**src/lsad_pkg.sv**
```systemverilog
/*
  Shared constants, types and state layouts for the local SDRAM/SGRAM
  address decoder. Assumes a single memory clock and that the boundary
  and geometry inputs are held steady by configuration logic.

// Summary of operation
// - Drive 64-bit data path, SDRAM/SGRAM, 8 MB
// - 2 KB pages over two chip-select banks
// - Three geometries: 10/11/12 row, 8 column bits
// - Row phase maps A22..A11 onto address bus
// - Column phase carries A10..A3, upper bits zero
// - Issue CAS-before-RAS auto refresh commands
*/
package lsad_pkg;
  localparam int DATA_W = 64;
  localparam int LIN_W = 23;
  localparam int MA_W = 12;
  localparam int BND_W = 8;
  localparam logic [1:0] GEOM_ROW10 = 2'h0;
  localparam logic [1:0] GEOM_ROW11 = 2'h1;
  localparam logic [1:0] GEOM_ROW12 = 2'h2;
  localparam int MB_LSB = 20;
  localparam int REFRESH_INTERVAL_NS = 15600;
  localparam int CLK_PERIOD_NS = 20;
  localparam int REFRESH_CYCLES = REFRESH_INTERVAL_NS / CLK_PERIOD_NS;
  localparam int REF_CNT_W = 10;
  localparam logic [REF_CNT_W-1:0] REF_CNT_RESET = 10'h000;

  typedef enum logic [1:0] {ST_IDLE, ST_ROW, ST_COL, ST_REF} lsad_state_e;

  typedef struct packed {
    logic [LIN_W-1:0] addr;
    logic write;
    logic [DATA_W-1:0] wdata;
  } lsad_req_s;

  typedef struct packed {
    logic [MA_W-1:0] addr;
    logic cs0_n;
    logic cs1_n;
    logic ras_n;
    logic cas_n;
    logic we_n;
    logic [DATA_W-1:0] dq;
    logic dq_oe;
  } lsad_mem_s;

  localparam lsad_mem_s MEM_IDLE = '{addr: 12'h000, cs0_n: 1'b1,
    cs1_n: 1'b1, ras_n: 1'b1, cas_n: 1'b1, we_n: 1'b1,
    dq: 64'h0000_0000_0000_0000, dq_oe: 1'b0};

  typedef struct packed {
    lsad_state_e st;
    lsad_req_s req;
    lsad_mem_s mem;
    logic ref_pending;
    logic ready;
  } lsad_top_s;

  typedef struct packed {
    logic [REF_CNT_W-1:0] count;
    logic due;
  } lsad_tmr_s;
endpackage : lsad_pkg

```
**src/lsad_refresh_timer.sv**
```systemverilog
/*
  Refresh interval timer: one-cycle pulse every REFRESH_CYCLES clocks.
  Assumes synchronous active-high reset on the memory clock.
*/
`timescale 1ns/100ps
`default_nettype none
module lsad_refresh_timer (
  input wire logic mclk,
  input wire logic reset,
  output logic refresh_due
);
  import lsad_pkg::*;

  localparam logic [REF_CNT_W-1:0] LAST =
    REF_CNT_W'(REFRESH_CYCLES - 1);

  lsad_tmr_s cur;
  lsad_tmr_s next_cur;

  always_comb begin
    next_cur = cur;
    next_cur.due = 1'b0;
    if (cur.count == LAST) begin
      next_cur.count = REF_CNT_RESET;
      next_cur.due = 1'b1;
    end else begin
      next_cur.count = cur.count + 1'b1;
    end
  end

  always_ff @(posedge mclk) begin
    if (reset) begin
      cur <= '{count: REF_CNT_RESET, due: 1'b0};
    end else begin
      cur <= next_cur;
    end
  end

  assign refresh_due = cur.due;
endmodule : lsad_refresh_timer
`default_nettype wire

```
**src/lsad_top.sv**
```systemverilog
/*
  Local memory address decoder: splits a linear address into row and
  column phases, selects one of two chip-select banks from the boundary
  inputs and interleaves auto refresh. Assumes requests, geometry and
  boundaries come from logic on mclk; no synchroniser is needed.
  Geometry code 3 decodes like the by-32 parts.
*/
`timescale 1ns/100ps
`default_nettype none
module lsad_top (
  input wire logic mclk,
  input wire logic reset,
  input wire lsad_pkg::lsad_req_s req,
  input wire logic req_valid,
  output logic req_ready,
  input wire logic [1:0] geometry,
  input wire logic [lsad_pkg::BND_W-1:0] first_boundary_reg,
  input wire logic [lsad_pkg::BND_W-1:0] second_boundary_reg,
  output logic [lsad_pkg::MA_W-1:0] mem_addr_bus,
  output logic bank0_select_n,
  output logic bank1_select_n,
  output logic row_strobe_n,
  output logic col_strobe_n,
  output logic write_enable_n,
  output logic [lsad_pkg::DATA_W-1:0] mem_data_out,
  output logic mem_data_oe
);
  import lsad_pkg::*;

  lsad_top_s cur;
  lsad_top_s next_cur;
  logic refresh_due;

  // Timer restarts with reset, so a reset also delays the next refresh
  lsad_refresh_timer u_timer (
    .mclk(mclk),
    .reset(reset),
    .refresh_due(refresh_due)
  );

  function automatic logic [MA_W-1:0] row_addr(
    input logic [LIN_W-1:0] a, input logic [1:0] g);
    logic [MA_W-1:0] r;
    r = {a[11], a[22], a[21], a[20], a[19:12]};
    // By-16 parts need A11 low in the row, so the pair shifts down
    if (g == GEOM_ROW12) begin
      r[10] = a[21];
      r[9] = a[11];
    end
    return r;
  endfunction : row_addr

  function automatic logic [MA_W-1:0] col_addr(
    input logic [LIN_W-1:0] a);
    // Upper column bits carry no address; driven low for a quiet bus
    return {4'h0, a[10:3]};
  endfunction : col_addr

  // Returns {bank1 hit, bank0 hit}; whole megabytes compare exactly
  function automatic logic [1:0] bank_hit(
    input logic [LIN_W-1:0] a, input logic [BND_W-1:0] b0,
    input logic [BND_W-1:0] b1);
    logic [BND_W-1:0] mb;
    mb = {5'h00, a[LIN_W-1:MB_LSB]};
    // An empty bank repeats the boundary below it, so its range is empty
    if (mb < b0) begin
      return 2'h1;
    end else if (mb < b1) begin
      return 2'h2;
    end
    return 2'h0;
  endfunction : bank_hit

  always_comb begin
    logic [1:0] hit;
    hit = 2'h0;
    next_cur = cur;
    next_cur.mem = MEM_IDLE;
    next_cur.ref_pending = cur.ref_pending | refresh_due;
    case (cur.st)
      ST_IDLE: begin
        if (req_valid && cur.ready) begin
          hit = bank_hit(req.addr, first_boundary_reg,
            second_boundary_reg);
          next_cur.req = req;
          next_cur.st = ST_ROW;
          next_cur.mem.addr = row_addr(req.addr, geometry);
          next_cur.mem.cs0_n = !hit[0];
          next_cur.mem.cs1_n = !hit[1];
          next_cur.mem.ras_n = 1'b0;
        end else if (cur.ref_pending) begin
          next_cur.st = ST_REF;
          // A refresh pulse landing now stays pending: set wins
          next_cur.ref_pending = refresh_due;
          next_cur.mem.cs0_n = 1'b0;
          next_cur.mem.cs1_n = 1'b0;
          next_cur.mem.ras_n = 1'b0;
          next_cur.mem.cas_n = 1'b0;
        end
      end
      ST_ROW: begin
        // Same bank stays selected so the column hits the open page
        next_cur.st = ST_COL;
        next_cur.mem.addr = col_addr(cur.req.addr);
        next_cur.mem.cs0_n = cur.mem.cs0_n;
        next_cur.mem.cs1_n = cur.mem.cs1_n;
        next_cur.mem.cas_n = 1'b0;
        next_cur.mem.we_n = !cur.req.write;
        next_cur.mem.dq = cur.req.wdata;
        next_cur.mem.dq_oe = cur.req.write;
      end
      ST_COL: begin
        next_cur.st = ST_IDLE;
      end
      ST_REF: begin
        next_cur.st = ST_IDLE;
      end
      default: begin
        next_cur.st = ST_IDLE;
      end
    endcase
    // Ready falls the cycle after refresh is due, so later requests wait for the refresh
    next_cur.ready = (next_cur.st == ST_IDLE) && !next_cur.ref_pending;
  end

  always_ff @(posedge mclk) begin
    if (reset) begin
      cur <= '{st: ST_IDLE, req: '0, mem: MEM_IDLE, ref_pending: 1'b0,
        ready: 1'b0};
    end else begin
      cur <= next_cur;
    end
  end

  // Outputs come straight from the state register
  assign req_ready = cur.ready;
  assign mem_addr_bus = cur.mem.addr;
  assign bank0_select_n = cur.mem.cs0_n;
  assign bank1_select_n = cur.mem.cs1_n;
  assign row_strobe_n = cur.mem.ras_n;
  assign col_strobe_n = cur.mem.cas_n;
  assign write_enable_n = cur.mem.we_n;
  assign mem_data_out = cur.mem.dq;
  assign mem_data_oe = cur.mem.dq_oe;

  // Command decode used only by the checks below
  logic row_cmd;
  logic col_cmd;
  logic ref_cmd;
  assign row_cmd = !row_strobe_n && col_strobe_n;
  assign col_cmd = row_strobe_n && !col_strobe_n;
  assign ref_cmd = !row_strobe_n && !col_strobe_n;
endmodule : lsad_top
`default_nettype wire

```
**config.mk**
```make
export PLATFORM = sky130hd
export DESIGN_NAME = lsad_top
export DESIGN_NICKNAME = d
export VERILOG_FILES = /design/src/lsad_pkg.sv /design/src/lsad_refresh_timer.sv /design/src/lsad_top.sv
export SDC_FILE = /design/constraint.sdc
export NUM_CORES = 1
export LEC_CHECK = 0
export BUFFER_PORTS_ARGS = -buffer_cell sky130_fd_sc_hd__buf_2
export CORE_MARGIN = 5
export CORE_UTILIZATION = 25
export CTS_CLUSTER_SIZE = 12
export DETAILED_ROUTE_END_ITERATION = 7
export GPL_ROUTABILITY_DRIVEN = 0
export GPL_TIMING_DRIVEN = 1
export MAX_ROUTING_LAYER = met4
export PLACE_DENSITY_LB_ADDON = 0.08
export SLEW_MARGIN = 5
export SYNTH_ARGS = -nofsm -noshare
export SYNTH_HDL_FRONTEND = slang
export SYNTH_SLANG_ARGS = --single-unit
```
**constraint.sdc**
```tcl
create_clock -name mclk -period 3.6 [get_ports mclk]
set_clock_uncertainty 0.15 [all_clocks]
set_input_delay 0.36 -clock mclk [delete_from_list [all_inputs] [get_ports mclk]]
set_output_delay 0.36 -clock mclk [all_outputs]
set_load 0.05 [all_outputs]
```
==> flow_metrics.tcl <==
set metrics [dict create \
    worst_slack_ps 1230 \
    cts_root_buffer "clkbuf_16" \
    nets 900 \
    worstSetupPathType "reg -> reg" \
    path_clk_slew_ps 60 \
    peakVddDrop_v 0.000267 \
    ys_ff_latch 170 \
    die_height_um 167 \
    place_hpwl_mm 10.9 \
    cts_tree "built" \
    cts_max_path_buffers 2 \
    syn2layout_area_growth_pct 20.8 \
    finalHoldViolations 0 \
    grt_max_degree 89 \
    antenna_found_initial 1 \
    post-route-period-util_pct 65.9 \
    fin_cells 1124 \
    cpMaxStageDelayCell "or3_2" \
    power_leakage_nw 3.43 \
    synth_cells 686 \
    netlist_area_um2 6140 \
    rr_startpoint "cur[173]$_SDFF_PP0_" \
    end_kind "flop" \
    clk_latency_ps 420 \
    cp_max_fo 56 \
    first_pass_iters 4 \
    min_to "cur[146]$_SDFFE_PP0P_" \
    r2r_slack_ps 1230 \
    power_density_nw_per_um2 538 \
    hold_class "in -> reg" \
    max_clock_freq_mhz 421 \
    post-place-ws_ps 1110 \
    dieArea_um2 27800 \
    status "complete, no violations" \
    avgRoutedWirePerCell_um 14.9 \
    dp.cells 1086 \
    grt.total_usage_pct 12.4 \
    synth.distinct_cells 35 \
    syn-num-nets 800 \
    die_w_um 167 \
    n_fill_cell 2642 \
    r2r.worst_path.cells 4 \
    drt_iter0_drc 182 \
    htree_num_levels 4 \
    final_cell_mix "buf_2 (187), dfxtp_1 (169), nand2_1 (160), a21oi_1 (84), and3_1 (67)" \
    tightest_slew_ps 1210 \
    fin_crit_ps 2370 \
    antenna_left 0 \
    synth.avg_cell_area_um2 8.95 \
    grt-ovfl-total 0 \
    cp_data_required_time_ps 3790 \
    grt_setup_unrepaired "false" \
    cap_viol_max_count 0 \
    yosysWarnings 0 \
    whs_ps 25.9 \
    hold_depth 3 \
    grt_pass1_vias 4876 \
    vias_per_cell 4.15 \
    start_kind "flop" \
    num_rows 57 \
    cp_num_buf_inv 1 \
    core_area_um2 24200 \
    io_pins 192 \
    initial_core_util_pct 25.3 \
    worstPathArrival_ps 2570 \
    slowest_delay_ps 1000 \
    dr_total_vias 4659 \
    cts_made_buffers 17 \
    port_buffers 188 \
    clkSinkCount 170 \
    min_from "req[62]" \
    drt_wl_total_mm 16.8 \
    relSlewSlack_pct 19.7 \
    drive_gt1_share_pct 29.2 \
    drc_errors 0 \
    synth-seq-area-share_pct 55.4 \
    mostFrequentLayoutCell "buf_2" \
    r2r-end "cur[92]$_SDFFE_PP0P_" \
    tns_ps 0 \
    grt_pass1_wl_mm 26.6 \
    crit_family "simple AND/OR/NAND/NOR gates" \
    finalSetupViolations 0 \
    drv_slew 0 \
    crit_chain "or3_2 -> buf_4 -> nand2_1 -> a21oi_1" \
]
-- metrics by stage --
step	power, mW	utilization (%)	cell area, µm²
finish	3.99	30.6	7420
global route	4.18	30.6	7420
CTS	4.07	30.6	7420
detailed placement	2.30	28.1	6820
global placement	2.29	28.1	6820
floorplan	2.17	-	6140
-- tightest hold or removal path: cells and delay by family --
family / cells / cell delay, ps
buffers and inverters: 1 / 100
AND/OR/NAND/NOR: 1 / 40
AO/OA/AOI/OAI: 1 / 50
-- where the power goes --
part	internal, mW	switching, mW	leakage [nW]
logic	0.103	0.194	1.79
registers	1.93	0.0217	1.38
clock network	0.960	0.781	0.258
total	3.00	0.997	3.43
-- worst max path at each step --
stage | start | end | slack, ps | depth (start not counted)
final | cur[173]$_SDFF_PP0_ | cur[92]$_SDFFE_PP0P_ | 1230 | 4
after global routing | cur[173]$_SDFF_PP0_ | cur[103]$_SDFFE_PP0P_ | 1020 | 4
after CTS | cur[173]$_SDFF_PP0_ | cur[92]$_SDFFE_PP0P_ | 1160 | 4
after detailed placement | req_valid | cur[94]$_SDFFE_PP0P_ | 1110 | 6
after global placement | req_valid | cur[89]$_SDFFE_PP0P_ | 1110 | 6
after floorplan | req_ready$_SDFF_PP0_ | cur[121]$_SDFFE_PP0P_ | 1720 | 6
-- synth_stat cells (all sizes together) --
cell      n  share of area, %
a211oi    1              0.12
a21o      2              0.24
a21oi    84               6.8
a31oi     1              0.10
and2      1              0.10
and3     67               6.8
and4      1              0.16
buf      88                10
clkbuf   31               1.9
dfxtp   170                55
ha        5               1.0
inv      10              0.61
mux2i     2              0.33
nand2   160               9.8
nand2b    2              0.20
nand3     3              0.24
nand3b    8              0.98
nand4     2              0.20
nand4b    1              0.14
nor2     21               1.3
nor2b     1              0.10
nor3      4              0.33
nor4      2              0.20
o21ai     2              0.16
o31ai     1              0.35
o32a      1              0.16
or2       1              0.10
or3       3              0.31
or3b      1              0.14
or4       2              0.31
xnor2     3              0.43
xor2      5              0.71
-- kinds of logic (layout without fill, tap and decap cells) --
logic type,count (synthesis),count (layout),synth area share (%)
compound gates,92,92,7.99
mux,2,2,0.326
flops,170,170,55.4
other cells,0,1,0
fa+ha+maj,5,5,1.02
xor+xnor,8,8,1.14
buf+inv,129,242,12.7
simple gates,280,280,21.4
-- layer usage --
| metal | wire [µm] | vias up | track usage, % |
|---|---|---|---|
| met3 | 1060 | 14 | 4.31 |
| met2 | 7970 | 119 | 19.9 |
| met4 | 195 | 0 | 3.38 |
| met5 | 0 | - | - |
| met1 | 7580 | 2170 | 14.8 |
| li1 | - | 2356 | - |
-- flip-flops by register name, indices dropped and copies added, names as in the netlist --
name                 flops
row_strobe_n             1
mem_data_oe              1
u_timer.refresh_due      1
bank1_select_n           1
mem_addr_bus            12
mem_data_out            64
col_strobe_n             1
bank0_select_n           1
cur                     76
u_timer.cur             10
write_enable_n           1
req_ready                1
-- what timing repair did --
item                                   in CTS  in global routing
setup buffers                               0                  0
hold buffers                                5                  0
gates resized for setup                     0                  0
endpoints found under the hold margin       5                  0
-- area by class of cell --
cell class | instances | area (µm²) | area share [%]
flip-flops and latches | 170 | 3400 | 45.9
multi-input cells | 387 | 1970 | 26.6
repair buffers | 200 | 1050 | 14.1
clock buffers | 20 | 437 | 5.89
well taps | 324 | 405 | 5.46
clock inverters | 12 | 114 | 1.53
inverters | 10 | 37.5 | 0.506
diodes | 1 | 2.50 | 0.0337
Note: power is estimated with default switching activity, not from simulation.
